$ cat config.mk
export PLATFORM = sky130hd
export DESIGN_NAME = ptm_bank
export DESIGN_NICKNAME = d
export VERILOG_FILES = /design/src/rtl/ptm_pkg.sv /design/src/rtl/ptm_bank.sv /design/src/rtl/ptm_regmem.sv
export SDC_FILE = /design/constraint.sdc
export NUM_CORES = 1
export LEC_CHECK = 0
export ABC_AREA = 1
export BUFFER_PORTS_ARGS = -buffer_cell sky130_fd_sc_hd__buf_4
export CAP_MARGIN = 0
export CORE_AREA = 2 2 81 115
export CTS_BUF_LIST = sky130_fd_sc_hd__clkbuf_2 sky130_fd_sc_hd__clkbuf_4 sky130_fd_sc_hd__clkbuf_8
export DETAILED_ROUTE_END_ITERATION = 8
export DIE_AREA = 0 0 83 117
export PLACE_DENSITY_LB_ADDON = 0.3
export SLEW_MARGIN = 40
export SYNTH_ARGS = -nofsm -noshare
export SYNTH_HDL_FRONTEND = slang
export SYNTH_SLANG_ARGS = --single-unit
$ cat constraint.sdc
create_clock -name clk_i -period 3.5 [get_ports clk_i]
set_input_delay 0.35 -clock clk_i [delete_from_list [all_inputs] [get_ports clk_i]]
set_output_delay 0.35 -clock clk_i [all_outputs]
set_load 0.005 [all_outputs]
$ cat src/rtl/ptm_pkg.sv
// constants, types and decode helpers for the preset 1 threshold map bank
//
// Contract
// (RL1) time bits 7:4 hold point 11 delta
// (RL2) time bits 3:0 hold point 12 delta
// (RL3) threshold fields have no reset value
// (RL4) level 1 sits in 65h bits 7:3
// (RL5) level 2 split: 65h 2:0, 66h 7:6
// (RL6) level 3 sits in 66h bits 5:1
// (RL7) level 4 split: 66h bit 0, 67h 7:4
// (RL8) level 5 split: 67h 3:0, 68h bit 7
// (RL9) level 6 sits in 68h bits 6:2
// (RL10) level 7 split: 68h 1:0, 69h 7:5
// (RL11) level 8 sits in 69h bits 4:0
// (RL12) split levels joined, lower address more significant
package ptm_pkg;

    // widths
    localparam int ADDR_W   = 8;
    localparam int DATA_W   = 8;
    localparam int LVL_W    = 5;
    localparam int CODE_W   = 4;
    localparam int US_W     = 16;
    localparam int NUM_REGS = 6;
    localparam int NUM_LVL  = 8;
    localparam int IDX_W    = 3;

    // register byte addresses
    localparam logic [ADDR_W-1:0] ADDR_TIMES  = 8'h64;
    localparam logic [ADDR_W-1:0] ADDR_LVL_A  = 8'h65;
    localparam logic [ADDR_W-1:0] ADDR_LVL_B  = 8'h66;
    localparam logic [ADDR_W-1:0] ADDR_LVL_C  = 8'h67;
    localparam logic [ADDR_W-1:0] ADDR_LVL_D  = 8'h68;
    localparam logic [ADDR_W-1:0] ADDR_LVL_E  = 8'h69;
    localparam logic [ADDR_W-1:0] ADDR_STATUS = 8'hF0;

    // field positions (low bit of each slice)
    localparam int T11_LSB   = 4;
    localparam int T12_LSB   = 0;
    localparam int L1_LSB    = 3;
    localparam int L2_HI_LSB = 0;
    localparam int L2_LO_LSB = 6;
    localparam int L3_LSB    = 1;
    localparam int L4_HI_BIT = 0;
    localparam int L4_LO_LSB = 4;
    localparam int L5_HI_LSB = 0;
    localparam int L5_LO_BIT = 7;
    localparam int L6_LSB    = 2;
    localparam int L7_HI_LSB = 0;
    localparam int L7_LO_LSB = 5;
    localparam int L8_LSB    = 0;

    // reset values of the block's own state, and the unmapped read value
    localparam logic [NUM_REGS-1:0] WRITTEN_RST = 6'h00;
    localparam logic [DATA_W-1:0]   RDATA_RST   = 8'h00;
    localparam logic [DATA_W-1:0]   UNMAPPED_RD = 8'h00;

    // delta time in microseconds for each 4-bit code
    localparam logic [15:0][US_W-1:0] DT_US_TABLE = {
        16'h1F40, 16'h1900, 16'h1450, 16'h0FA0,
        16'h0C80, 16'h0960, 16'h07D0, 16'h0578,
        16'h04B0, 16'h03E8, 16'h0320, 16'h0258,
        16'h0190, 16'h012C, 16'h00C8, 16'h0064
    };

    // register bus request
    typedef struct packed {
        logic [ADDR_W-1:0] addr;
        logic [DATA_W-1:0] wdata;
        logic              wr;
        logic              rd;
    } ptm_bus_s;

    // reassembled threshold map
    typedef struct packed {
        logic [NUM_LVL-1:0][LVL_W-1:0] level;
        logic [CODE_W-1:0]             code11;
        logic [CODE_W-1:0]             code12;
        logic [US_W-1:0]               us11;
        logic [US_W-1:0]               us12;
    } ptm_thr_s;

    // code to microseconds lookup
    function automatic logic [US_W-1:0] dt_us(input logic [CODE_W-1:0] code);
        dt_us = DT_US_TABLE[code];
    endfunction

endpackage

$ cat src/rtl/ptm_bank.sv
// preset 1 threshold map register bank with level reassembly
//
// Added by the designer: the plain strobed port.
`timescale 1ns/10ps
module ptm_bank (
    input  wire logic                          clk_i,
    input  wire logic                          rst_i,
    input  wire ptm_pkg::ptm_bus_s             bus_i,
    output logic      [ptm_pkg::DATA_W-1:0]    rdata_o,
    output ptm_pkg::ptm_thr_s                  thr_o,
    output logic      [ptm_pkg::NUM_REGS-1:0]  written_o
);

    // decoded address: hit flag and storage index
    typedef struct packed {
        logic                      hit;
        logic [ptm_pkg::IDX_W-1:0] idx;
    } ptm_dec_s;

    logic [ptm_pkg::NUM_REGS-1:0][ptm_pkg::DATA_W-1:0] regs;
    ptm_dec_s                                          wdec;
    ptm_dec_s                                          rdec;
    logic                                              wr_hit;
    logic [ptm_pkg::DATA_W-1:0]                        rdata_nxt;
    ptm_pkg::ptm_thr_s                                 thr_nxt;
    logic [ptm_pkg::NUM_REGS-1:0]                      written_nxt;

    // map a byte address onto a storage index
    function automatic ptm_dec_s decode(input logic [ptm_pkg::ADDR_W-1:0] addr);
        ptm_dec_s d;
        d.hit = 1'b1;
        d.idx = 3'h0;
        unique case (addr)
            ptm_pkg::ADDR_TIMES: d.idx = 3'h0;
            ptm_pkg::ADDR_LVL_A: d.idx = 3'h1;
            ptm_pkg::ADDR_LVL_B: d.idx = 3'h2;
            ptm_pkg::ADDR_LVL_C: d.idx = 3'h3;
            ptm_pkg::ADDR_LVL_D: d.idx = 3'h4;
            ptm_pkg::ADDR_LVL_E: d.idx = 3'h5;
            default:             d.hit = 1'b0;
        endcase
        return d;
    endfunction

    // address decode for both strobes
    assign wdec   = decode(bus_i.addr);
    assign rdec   = decode(bus_i.addr);
    assign wr_hit = bus_i.wr && wdec.hit;

    // byte storage, no reset on the threshold fields
    ptm_regmem u_mem (
        .clk_i   (clk_i),
        .we_i    (wr_hit),     // [RL3]
        .widx_i  (wdec.idx),
        .wdata_i (bus_i.wdata),
        .regs_o  (regs)
    );

    // record which bytes the host has loaded since reset
    always_comb begin
        written_nxt = written_o;
        if (wr_hit) begin
            written_nxt[wdec.idx] = 1'b1;
        end
    end

    always_ff @(posedge clk_i) begin
        if (rst_i) begin
            written_o <= ptm_pkg::WRITTEN_RST;
        end else begin
            written_o <= written_nxt;
        end
    end

    // read mux: data only in the cycle after the read strobe
    always_comb begin
        rdata_nxt = ptm_pkg::RDATA_RST;
        if (bus_i.rd) begin
            if (rdec.hit) begin
                rdata_nxt = regs[rdec.idx];
            end else if (bus_i.addr == ptm_pkg::ADDR_STATUS) begin
                rdata_nxt = {2'h0, written_o};
            end else begin
                rdata_nxt = ptm_pkg::UNMAPPED_RD;
            end
        end
    end

    always_ff @(posedge clk_i) begin
        if (rst_i) begin
            rdata_o <= ptm_pkg::RDATA_RST;
        end else begin
            rdata_o <= rdata_nxt;
        end
    end

    // delta time codes and their microsecond values
    always_comb begin
        thr_nxt        = '0;
        thr_nxt.code11 = regs[0][ptm_pkg::T11_LSB +: ptm_pkg::CODE_W]; // [RL1]
        thr_nxt.code12 = regs[0][ptm_pkg::T12_LSB +: ptm_pkg::CODE_W]; // [RL2]
        thr_nxt.us11   = ptm_pkg::dt_us(thr_nxt.code11);               // [RL1]
        thr_nxt.us12   = ptm_pkg::dt_us(thr_nxt.code12);               // [RL2]
        // whole levels
        thr_nxt.level[0] = regs[1][ptm_pkg::L1_LSB +: 5];              // [RL4]
        thr_nxt.level[2] = regs[2][ptm_pkg::L3_LSB +: 5];              // [RL6]
        thr_nxt.level[5] = regs[4][ptm_pkg::L6_LSB +: 5];              // [RL9]
        thr_nxt.level[7] = regs[5][ptm_pkg::L8_LSB +: 5];              // [RL11]
        // split levels, lower address gives the upper bits
        thr_nxt.level[1] = {regs[1][ptm_pkg::L2_HI_LSB +: 3],
                            regs[2][ptm_pkg::L2_LO_LSB +: 2]};         // [RL5] [RL12]
        thr_nxt.level[3] = {regs[2][ptm_pkg::L4_HI_BIT],
                            regs[3][ptm_pkg::L4_LO_LSB +: 4]};         // [RL7] [RL12]
        thr_nxt.level[4] = {regs[3][ptm_pkg::L5_HI_LSB +: 4],
                            regs[4][ptm_pkg::L5_LO_BIT]};              // [RL8] [RL12]
        thr_nxt.level[6] = {regs[4][ptm_pkg::L7_HI_LSB +: 2],
                            regs[5][ptm_pkg::L7_LO_LSB +: 3]};         // [RL10] [RL12]
    end

    // registered threshold outputs, follow storage one cycle later
    always_ff @(posedge clk_i) begin
        thr_o <= thr_nxt; // [RL3]
    end
endmodule

$ cat src/rtl/ptm_regmem.sv
// storage bytes of the threshold bank, deliberately without reset
`timescale 1ns/10ps
module ptm_regmem (
    input  wire logic                                          clk_i,
    input  wire logic                                          we_i,
    input  wire logic [ptm_pkg::IDX_W-1:0]                     widx_i,
    input  wire logic [ptm_pkg::DATA_W-1:0]                    wdata_i,
    output logic      [ptm_pkg::NUM_REGS-1:0][ptm_pkg::DATA_W-1:0] regs_o
);

    // byte write; contents unknown until the host writes them
    always_ff @(posedge clk_i) begin
        if (we_i) begin
            regs_o[widx_i] <= wdata_i; // [RL3]
        end
    end

endmodule

# After elaboration in Yosys (flattened, before gate mapping)
# Memories as Yosys holds them, arrays and structs flattened. A register that Yosys moved wholly into a read port is not among the register bits.
# Index checks and enable logic that the tools add are counted.
[totals]
regBits = 110
romBits = 512
in_bits = 20
output_inout_bits = 94
wordCells = 46
memories = 2
[mem_list]
columns = ["name", "words", "word_bits", "read_ports", "rd_ports_with_merged_regs", "wr", "line_no", "rtl"]
rows = [
  ["(no name shown)", 16, 16, 1, 1, 0, "ptm_pkg.sv:85", "dt_us = DT_US_TABLE[code];"],
  ["(no name shown)", 16, 16, 1, 1, 0, "ptm_pkg.sv:85", ""],
]
[op_classes]
n_lt_le_gt_ge = 2
eq_ne = 7
muxes = 11
bitwise = 2
reduce_logical = 4
[ops]
columns = ["op", "count"]
rows = [
  ["bitwise mux 48 bit", 1],
  ["== test 8 x 7 -> 1 bit (second input constant)", 6],
  ["binary-select mux 8 bit (select 3 bit)", 1],
  ["demux 8 bit (select 3 bit)", 1],
  ["two-way mux 8 bit", 3],
  ["one-hot mux 3 bit (5 select lines)", 1],
  ["== test 8 bit (second input constant)", 1],
  ["two-way mux 6 bit", 1],
  ["bitwise OR 6 bit", 1],
  ["OR reduction 6 bit", 1],
  ["< comparator 3 x 4 -> 1 bit (second input constant)", 1],
  ["demux 1 bit (select 3 bit)", 1],
  ["greater-or-equal comparator 3 x 1 -> 1 bit (second input constant)", 1],
  ["logical AND 1 bit", 2],
  ["two-way mux 1 bit", 2],
  ["OR reduction 2 bit", 1],
  ["NOT 1 bit", 1],
]

# Depth between registers and ports, before layout
# Gate-level depths: netlist of the first run.
[logic_depth]
depth_word = 7
mapped_depth = 12
mapped_depth_nobuf = 11

# Modules after synthesis
# A second synthesis of the first run with hierarchy kept.
[unflattened]
hier_cells = 457
hier_area_um2 = 4724.5
[modules_own_cells]
columns = ["mod", "instances", "cells_per_inst", "area_each_um2", "seq_area_each_um2"]
rows = [
  ["ptm_bank", 1, 395, 3230.6, 1681.6],
  ["ptm_regmem", 1, 62, 1493.9, 1441.4],
]

# Worst setup path before layout of the first run
# OpenSTA, ideal clock, no wires.
[synth_path]
path_type = "input to register"
from = "input bus_i[16] (netlist bit)"
to = "register u_mem.regs_o[10] (netlist bit) (enable)"
setup_ns = 0.395
arrival_ns = 1.842
t_required_ns = 3.105
slack_ns = 1.263
cell_stages = 5
n_path_buf = 1
cell_sequence = "nand2_1 nor2_4 nand3_4 buf_2 nor4_1"
[synth_between]
elab_chain_cells = 4
word_cells_on_any_way = 9
classes_between = "eq/ne: 6; mux: 1; reduce/logical: 2"
[synth_lines]
columns = ["item", "line_no", "rtl"]
rows = [
  ["start, declared", "ptm_bank.sv:8", "input wire ptm_pkg::ptm_bus_s bus_i,"],
  ["== test 8 x 7 -> 1 bit", "ptm_bank.sv:33", "unique case (addr)"],
  ["OR reduction 6 bit (no line) (*)", "n/a", ""],
  ["two-way mux 1 bit (*)", "ptm_bank.sv:33", ""],
  ["logical AND 1 bit (*)", "ptm_bank.sv:48", "assign wr_hit = bus_i.wr && wdec.hit;"],
  ["end signal, assigned by index", "ptm_regmem.sv:14", "regs_o[widx_i] <= wdata_i;"],
  ["end, declared", "ptm_regmem.sv:8", "output logic [ptm_pkg::NUM_REGS-1:0][ptm_pkg::DATA_W-1:0] regs_o"],
]
# Mark *: on every way between the ends. The rest lies on a longest branch, timed or not.
# A chain may end at the register's enable or synchronous reset.

# Worst setup path in the final report of the first run
[layout_path]
from = "input bus_i[14] (netlist bit)"
to = "register u_mem.regs_o[21] (netlist bit) (enable)"
# The elaborated chain is that of the path after synthesis.

==> metrics.txt, run 1 <==
Fmax around 0.54 GHz; CTS resizes 0; Via density 5.01; Max Used Layer met4; maximum VDD drop 0.373 mV; setup TNS 0 ps; Iteration-0 DRC Markers roughly 240; RSZ-0062 raised after global routing false; CP Data Required Time 3580 ps; CTS max path bufs 2; Netlist cell types 30; clk slew on worst S/H paths 70 ps; Post-Syn Area between 0.004 and 0.005 mm^2; Post-Synth Simple-Gate Area 0.164; largest net degree at the start of global routing 28; Starting Density 0.533; first-pass GRT wire length 16100 um; setup bufs post-CTS 0; fillers 643; yosys warns 0; Yosys top cell by area dfxtp_1; complex-gate fraction of the synthesized area 0.0471; DP Wirelength 7150 um; Die Span X 83 um; WL/cell 15.1 um; Avg Cell Area, Syn 10.5 um^2; most common cell in the netlist dfxtp_1; I/O pin cnt 114; multiplexer area fraction after synthesis 0; Worst R2R Path Depth 5; FF-to-FF setup slack approximately 1900 ps; Power, Total roughly 3 mW; Max-Cap Viols 0; Area Growth Syn to Fin 27.2%; RR Startpoint u_mem.regs_o[4]; ANT cells 0; reg2reg end thr_o[20]; Lkg Pwr between 2 and 3 nW; CTS tree done; CP Capture Type flop; total number of vias 3389; DIE AREA roughly 0.01 mm^2; Post-Place Worst Slack 1220 ps; synth top area cells dfxtp_1 36%, edfxtp_1 31%, nand2_1 6.0%; asr flop ratio synth 0; worst-skew pair later-pin latency around 430 ps; adder-cell share of the synthesized area 0.0321; sequential element share of the synthesized area 0.668; Slew HR 0.454; Final period util 0.529; Final ANT Viol Nets 0; Metal-1 WL around 3700 um; HP Class primary input to flop; outcome finished clean; Max Transition Viols Final 0; Synth Instances approximately 440; Crit Path Category primary input to flop; share of the synthesized area in the top cell type 0.360; vias in the first global route between 3000 and 4000; DRT Pass-1 Iters 6; Yosys reg bits 132; WHS Path Cells 2; final wirelength 10200 um; Die Y 117 um; H-tree depth 4; Startpoint Class primary input; Final setup viols 0; setup ws final 1650 ps; # port buffers 103; Worst EP arrival 1930 ps; root buf cell clkbuf_8; Final Hold Viols 0; share of layout cells above drive strength 1 0.265; crit path time final around 1800 ps; # nets final about 590; initial antenna violation count 0; Met2 Wirelength roughly 5500 um; Least-Margin Pin Slew 816 ps; hold worst-path end written_o[2]; post-synthesis xor/xnor area fraction 0; CTS Buf Count 17; top post-synthesis cells by count 84 x dfxtp_1, 75 x nand2_1, 66 x inv_1; CP max FO 10; Main synth FF type dfxtp_1; overall routing resource usage 0.221; row count 41; P per Cell Area 517 mW/mm^2; Overflow after GRT 0; WL met3 726 um; EDFF count, synth between 40 and 50; hold_sp rst_i; core area 0.00877 mm^2; DRC Markers 0; gpl congestion 0.875; CTS hold repair buffers 0; clock sinks 132; clock skew 12.7 ps; largest family of logic cells by synthesized area simple AND/OR/NAND/NOR gates
## layout by cell type (no fill, tap or decap)
| cell | n |
|---|---|
| buf_4 | 106 |
| dfxtp_1 | 84 |
| nand2_1 | 75 |
| inv_1 | 66 |
| edfxtp_1 | 48 |
| nand3_1 | 47 |
| nor2_1 | 28 |
| a21oi_1 | 20 |
| clkbuf_8 | 18 |
| o21ai_0 | 13 |
| ha_1 | 12 |
| conb_1 | 10 |
| inv_2 | 5 |
| bufinv_16 | 5 |
| nand3b_1 | 4 |
| nor2_4 | 3 |
| clkinv_2 | 3 |
| clkinv_1 | 3 |
| o211ai_1 | 2 |
| nor2_2 | 2 |
| nand2_4 | 2 |
| clkbuf_4 | 2 |
| o32ai_1 | 1 |
| a221oi_1 | 1 |
| o31ai_1 | 1 |
| nand2_2 | 1 |
| nand3_4 | 1 |
| a21oi_2 | 1 |
| nor4_2 | 1 |
| o22ai_1 | 1 |
| nand4_1 | 1 |
| nor4_1 | 1 |
| nor3_1 | 1 |
| clkinvlp_4 | 1 |
## worst max-delay path, cell delays in order
cell,delay [ps]
buf_4,120
nor2_1,90
nand3_1,170
nor2_1,670
nand3_1,190
inv_1,340
## through the flow
stage / std cells / utilization / hold WS, ps / instance area (um^2)
final: 677 / 0.678 / 139 / 5950
after global routing: 677 / 0.678 / 119 / 5950
after CTS: 677 / 0.678 / 114 / 5950
after detailed placement: 645 / 0.627 / 353 / 5500
after global placement: 645 / 0.627 / 357 / 5500
after floorplan: 453 / - / 339 / 4710
## layout make-up
class	count	area, um^2	share of cell area
inverters	71	267	0.0448
clock inverters	12	184	0.0309
multi-input cells	229	1180	0.199
flip-flops and latches	132	3120	0.525
clock buffers	20	263	0.0442
repair buffers	106	796	0.134
well taps	107	134	0.0225
## worst max path at each step
stage,from,endpoint
finish,bus_i[14],u_mem.regs_o[21]
global route,bus_i[13],u_mem.regs_o[37]
CTS,bus_i[14],u_mem.regs_o[16]
detailed placement,bus_i[14],u_mem.regs_o[23]
global placement,bus_i[14],u_mem.regs_o[20]
floorplan,bus_i[16],u_mem.regs_o[10]
## per-layer routing
layer	up-vias	track usage
met2	142	0.402
met4	0	0.107
met3	19	0.0722
li1	1636	-
met1	1592	0.231
met5	-	0
## power by group
group	switching, mW	internal, mW
Clock	0.539	0.871
Combinational	0.0409	0.0293
Sequential	0.00335	1.59
## sequential cells by signal, indices dropped and copies added (netlist names)
register      flops
thr_o            70
u_mem.regs_o     48
rdata_o           8
written_o         6
## logic make-up after synthesis
kind of cell,Yosys count
AND/OR/NAND/NOR,167
flip-flops,132
buffers and inverters,92
AO/OA/AOI/OAI,40
adder cells (fa/ha/maj),12
other,1
(Power assumes the default switching activity.)
==> run 2: changes to the inputs <==
--- a/config.mk
+++ b/config.mk
@@ -8,10 +8,10 @@
 export ABC_AREA = 1
 export BUFFER_PORTS_ARGS = -buffer_cell sky130_fd_sc_hd__buf_4
 export CAP_MARGIN = 0
-export CORE_AREA = 2 2 81 115
+export CORE_AREA = 2 2 86 121
 export CTS_BUF_LIST = sky130_fd_sc_hd__clkbuf_2 sky130_fd_sc_hd__clkbuf_4 sky130_fd_sc_hd__clkbuf_8
 export DETAILED_ROUTE_END_ITERATION = 8
-export DIE_AREA = 0 0 83 117
+export DIE_AREA = 0 0 88 123
 export PLACE_DENSITY_LB_ADDON = 0.3
 export SLEW_MARGIN = 40
 export SYNTH_ARGS = -nofsm -noshare
==> constraint.sdc (replaced) <==
create_clock -name clk_i -period 1.5 [get_ports clk_i]
set_input_delay 0.15 -clock clk_i [delete_from_list [all_inputs] [get_ports clk_i]]
set_output_delay 0.15 -clock clk_i [all_outputs]
set_load 0.005 [all_outputs]
==> metrics.txt, run 2 (synthesized netlist as in run 1, its figures left out) <==
outcome finished clean; reg2reg end thr_o[8]; # nets final roughly 630; largest net degree at the start of global routing 25; gpl congestion just under 0.9; Final Cell Area 0.00633 mm^2; clk slew on worst S/H paths approximately 70 ps; CP Data Required Time 1820 ps; Inst Count DP around 700; overall routing resource usage 0.209; CP max FO 5; H-tree depth 4; Final period util 0.929; Die Span X around 90 um; RSZ-0062 raised after global routing false; total number of vias around 3500; Startpoint Class flop; Fmax 0.717 GHz; maximum VDD drop 0.724 mV; FF-to-FF setup slack 110 ps; first-pass GRT wire length 16600 um; max reg flops 70; hold worst-path end rdata_o[7]; Placement Cell Area 0.00585 mm^2; root buf cell clkbuf_8; DRT Pass-1 Iters 4; I/O pin cnt roughly 110; CP Capture Type flop; vias in the first global route 3383; row count 43; slowest CP cell edfxtp_1; Final Hold Viols 0; top flop regs thr_o: 70 flops, u_mem.regs_o: 48 flops, rdata_o: 8 flops; clock sinks about 130; CTS Buf Count 17; # port buffers 103; commonest non-fill, non-tap cell in the layout buf_4; Via density 4.70; DRC Markers 0; Die Y 123 um; hold_sp bus_i[0]; DP Wirelength 7830 um; Crit Path Category flop to flop; most frequent cells in the layout 130 x buf_4, 84 x dfxtp_1, 73 x nand2_1; CTS max path bufs 2; setup bufs post-CTS 0; Worst R2R Path Depth 6; WL/cell 14.6 um; Starting Density 0.480; Max Transition Viols Final 0; RR Startpoint u_mem.regs_o[0]; WP buf/inv 2; Crit path max-delay family flip-flops; initial antenna violation count 0; Area Growth Syn to Fin 35.3%; Top reg by flops thr_o; share of layout cells above drive strength 1 0.308; core area 0.00974 mm^2; final wirelength 10900 um; Final setup viols 0; cell repeated most along the worst path inv_1; WHS Path Cells 5; delay of the slowest critical-path stage 470 ps; fin cells 743; Final ANT Viol Nets 0; Worst EP arrival 1710 ps; ANT cells 0; CTS resizes 0; HP Class primary input to flop; clock skew approximately 14 ps; Max-Cap Viols 0; CTS tree done; worst-skew pair later-pin latency ~450 ps; crit path time final around 1400 ps; Iteration-0 DRC Markers 234; CP cell instances inv_1, ha_1, nor2_1, inv_1, nand2_1, o21ai_0; Overflow after GRT 0; setup TNS 0 ps; P per Cell Area 1080 mW/mm^2; Lkg Pwr 2.92 nW; DIE AREA 0.0108 mm^2
-- run 2: cell count changes in the layout (fill, tap and decap cells not counted), moves of 2 or more --
| cell | change |
|---|---|
| nand2_1 | -2 |
| buf_4 | +24 |
| clkbuf_4 | +2 |
| bufinv_16 | -3 |
| inv_1 | -2 |
| buf_12 | +5 |
| dlygate4sd3_1 | +9 |
| clkinv_1 | -3 |
| clkinv_2 | +2 |
-- run 2: timing repair --
item / CTS / global route
endpoints found under the hold margin: 54 / 0
hold buffers: 9 / 0
setup endpoints to repair: 0 / 0
-- run 2: worst max path at each step --
stage,from,end,slack [ps],cells after the start
final,u_mem.regs_o[0],thr_o[8],110,6
after global routing,u_mem.regs_o[0],thr_o[8],7,6
after CTS,u_mem.regs_o[0],thr_o[8],110,6
after detailed placement,bus_i[12],rdata_o[5],-120,11
after global placement,bus_i[12],rdata_o[5],-60,11
after floorplan,bus_i[14],u_mem.regs_o[10],-3,6
-- run 2: report_power, final --
group,internal (mW),switching (mW),total [mW]
clock,1.58,1.30,2.88
combinational,0.0985,0.114,0.212
sequential,3.72,0.00524,3.72
-- run 2: worst min-delay path, delay by kind of cell --
family / cells / cell delay [ps]
buf+inv: 2 / 150
simple gates: 3 / 300
-- run 2: stage by stage --
| step | util | total power, mW | setup slack (ps) | hold WS (ps) |
|---|---|---|---|---|
| 6_report | 0.650 | 6.82 | 106 | 188 |
| 3_5_place_dp | 0.601 | 4.00 | -120 | 357 |
| 3_3_place_gp | 0.601 | 3.99 | -55.8 | 357 |
| 4_1_cts | 0.650 | 6.86 | 113 | 176 |
| 5_1_grt | 0.650 | 7.04 | 7.37 | 191 |
| 2_1_floorplan | - | 3.90 | -3.18 | 219 |
-- run 2: final cells by class --
type	count	area, um^2
fillers	765	3410
flip-flops and latches	132	3120
repair buffers	144	1170
clock buffers	22	278
inverters	71	284
multi-input cells	229	1200
well taps	135	169
clock inverters	10	109
-- run 2: layer usage --
| layer | vias to the layer above | global-route usage | share of wire |
|---|---|---|---|
| met5 | - | 0 | 0 |
| met2 | 142 | 0.347 | 0.52 |
| met1 | 1611 | 0.241 | 0.39 |
| li1 | 1710 | - | - |
| met3 | 26 | 0.0701 | 0.067 |
| met4 | 0 | 0.0971 | 0.028 |
==> run 3: changes to the inputs <==
--- a/config.mk
+++ b/config.mk
@@ -8,10 +8,9 @@
 export ABC_AREA = 1
 export BUFFER_PORTS_ARGS = -buffer_cell sky130_fd_sc_hd__buf_4
 export CAP_MARGIN = 0
-export CORE_AREA = 2 2 86 121
-export CTS_BUF_LIST = sky130_fd_sc_hd__clkbuf_2 sky130_fd_sc_hd__clkbuf_4 sky130_fd_sc_hd__clkbuf_8
+export CORE_AREA = 2 2 88 124
 export DETAILED_ROUTE_END_ITERATION = 8
-export DIE_AREA = 0 0 88 123
+export DIE_AREA = 0 0 90 126
 export PLACE_DENSITY_LB_ADDON = 0.3
 export SLEW_MARGIN = 40
 export SYNTH_ARGS = -nofsm -noshare
==> metrics.txt, run 3 (synthesized netlist as in run 1, its figures left out) <==
Max Used Layer met4; first-pass GRT wire length 17400 um; most frequent cells in the layout 140 x buf_4, 84 x dfxtp_1, 73 x nand2_1; Worst Setup EP thr_o[4]; P per Cell Area about 1200 mW/mm^2; DIE AREA 0.0113 mm^2; CP max FO 4; max reg flops 70; RR Startpoint u_mem.regs_o[0]; Critical path origin u_mem.regs_o[0]; Startpoint Class flop; clk slew on worst S/H paths roughly 50 ps; DRC Markers 0; Final ANT Viol Nets 0; Starting Density 0.457; CTS max path bufs 2; Max-Cap Viols 0; Final Hold Viols 0; root buf cell clkbuf_16; Die Y about 130 um; commonest non-fill, non-tap cell in the layout buf_4; Met2 Wirelength 6180 um; share of layout cells above drive strength 1 0.313; fin cells approximately 760; H-tree depth 4; reg2reg end thr_o[4]; CP Data Required Time 1780 ps; Via density 4.68; FF-to-FF setup slack 110 ps; WL/cell 14.7 um; CTS tree done; Overflow after GRT 0; clock skew 6.27 ps; core area 0.0102 mm^2; final wirelength around 11000 um; Top reg by flops thr_o; gpl congestion 0.907; total number of vias 3545; Final Cell Area approximately 0.0066 mm^2; Fmax about 0.7 GHz; Area Growth Syn to Fin 41.9%; Worst EP arrival 1670 ps; I/O pin cnt 114; outcome finished clean; DP Wirelength 7980 um; Worst R2R Path Depth 6; clock sinks ~130; HP Class primary input to flop; RSZ-0062 raised after global routing false; worst-skew pair later-pin latency 410 ps; Die Span X roughly 90 um; Inst Count DP 714; Final setup viols 0; Final Hold Slack 226 ps; Final period util 0.924; Max Transition Viols Final 0; maximum VDD drop 0.843 mV; WL met3 611 um; CTS resizes 0; vias in the first global route 3505; setup TNS 0 ps; largest net degree at the start of global routing 21; Crit Path Category flop to flop; # port buffers 103; Metal-1 WL 4200 um; CP Capture Type flop; Lkg Pwr 3.07 nW; CTS Buf Count 17; # nets final about 640; Iteration-0 DRC Markers 203; crit path time final 1390 ps; Placement Cell Area 0.00594 mm^2; initial antenna violation count 0; overall routing resource usage 0.204; ANT cells 0; row count 44; top flop regs thr_o: 70 flops, u_mem.regs_o: 48 flops, rdata_o: 8 flops; fillers around 830; DRT Pass-1 Iters 5
## run 3: changes by cell type in the layout (fill, tap and decap cells not counted), sizes merged
cell	change
buf	+11
bufinv	-1
clkbuf	+4
clkinv	-4
inv	+1
## run 3: metal layers
layer,vias up,global-route usage
met4,0,0.0896
li1,1729,-
met2,126,0.368
met5,-,0
met3,14,0.0700
met1,1676,0.213
## run 3: critical path: stages (launching register included)
cell,delay (ps)
edfxtp_1,430
buf_4,160
ha_1,200
inv_1,80
nor2_1,60
o21ai_0,220
o21ai_0,110
## run 3: cell type report
type / count / area (um^2) / share of cell area
sequential: 132 / 3120 / 0.470
clock inverter: 6 / 65.1 / 0.00980
timing repair buffer: 155 / 1260 / 0.190
inverter: 71 / 284 / 0.0428
tap: 138 / 173 / 0.0260
clock buffer: 26 / 532 / 0.0801
multi-input combinational: 229 / 1200 / 0.181
## run 3: timing repair
action                                  in CTS  in global routing
setup buffers                                0                  2
hold endpoints to repair                    54                  0
hold buffers                                 9                  0
endpoints found under the setup margin       0                  3
## run 3: worst min path at each step
stage	start	endpoint	slack, ps	cells after the start
2_1_floorplan	rst_i	written_o[2]	220	1
3_3_place_gp	u_mem.regs_o[8]	thr_o[47]	360	0
3_5_place_dp	u_mem.regs_o[9]	thr_o[48]	360	0
4_1_cts	bus_i[0]	rdata_o[7]	210	5
5_1_grt	bus_i[0]	rdata_o[7]	230	5
6_report	bus_i[0]	rdata_o[7]	230	5
## run 3: metrics by stage
step                 util  total power [mW]  worst slack (ps)
floorplan               -              3.90             -3.18
global placement    0.580              4.00              -128
detailed placement  0.580              4.01              -191
CTS                 0.647              8.06              68.9
global route        0.648              8.24              31.1
finish              0.648              7.99               114
## run 3: report_power, final
group	internal, mW	switching (mW)	total, mW	leakage (nW)
registers	3.72	0.00496	3.73	1.13
logic	0.109	0.118	0.227	1.65
clock network	2.61	1.42	4.03	0.287
total	6.44	1.55	7.99	3.07
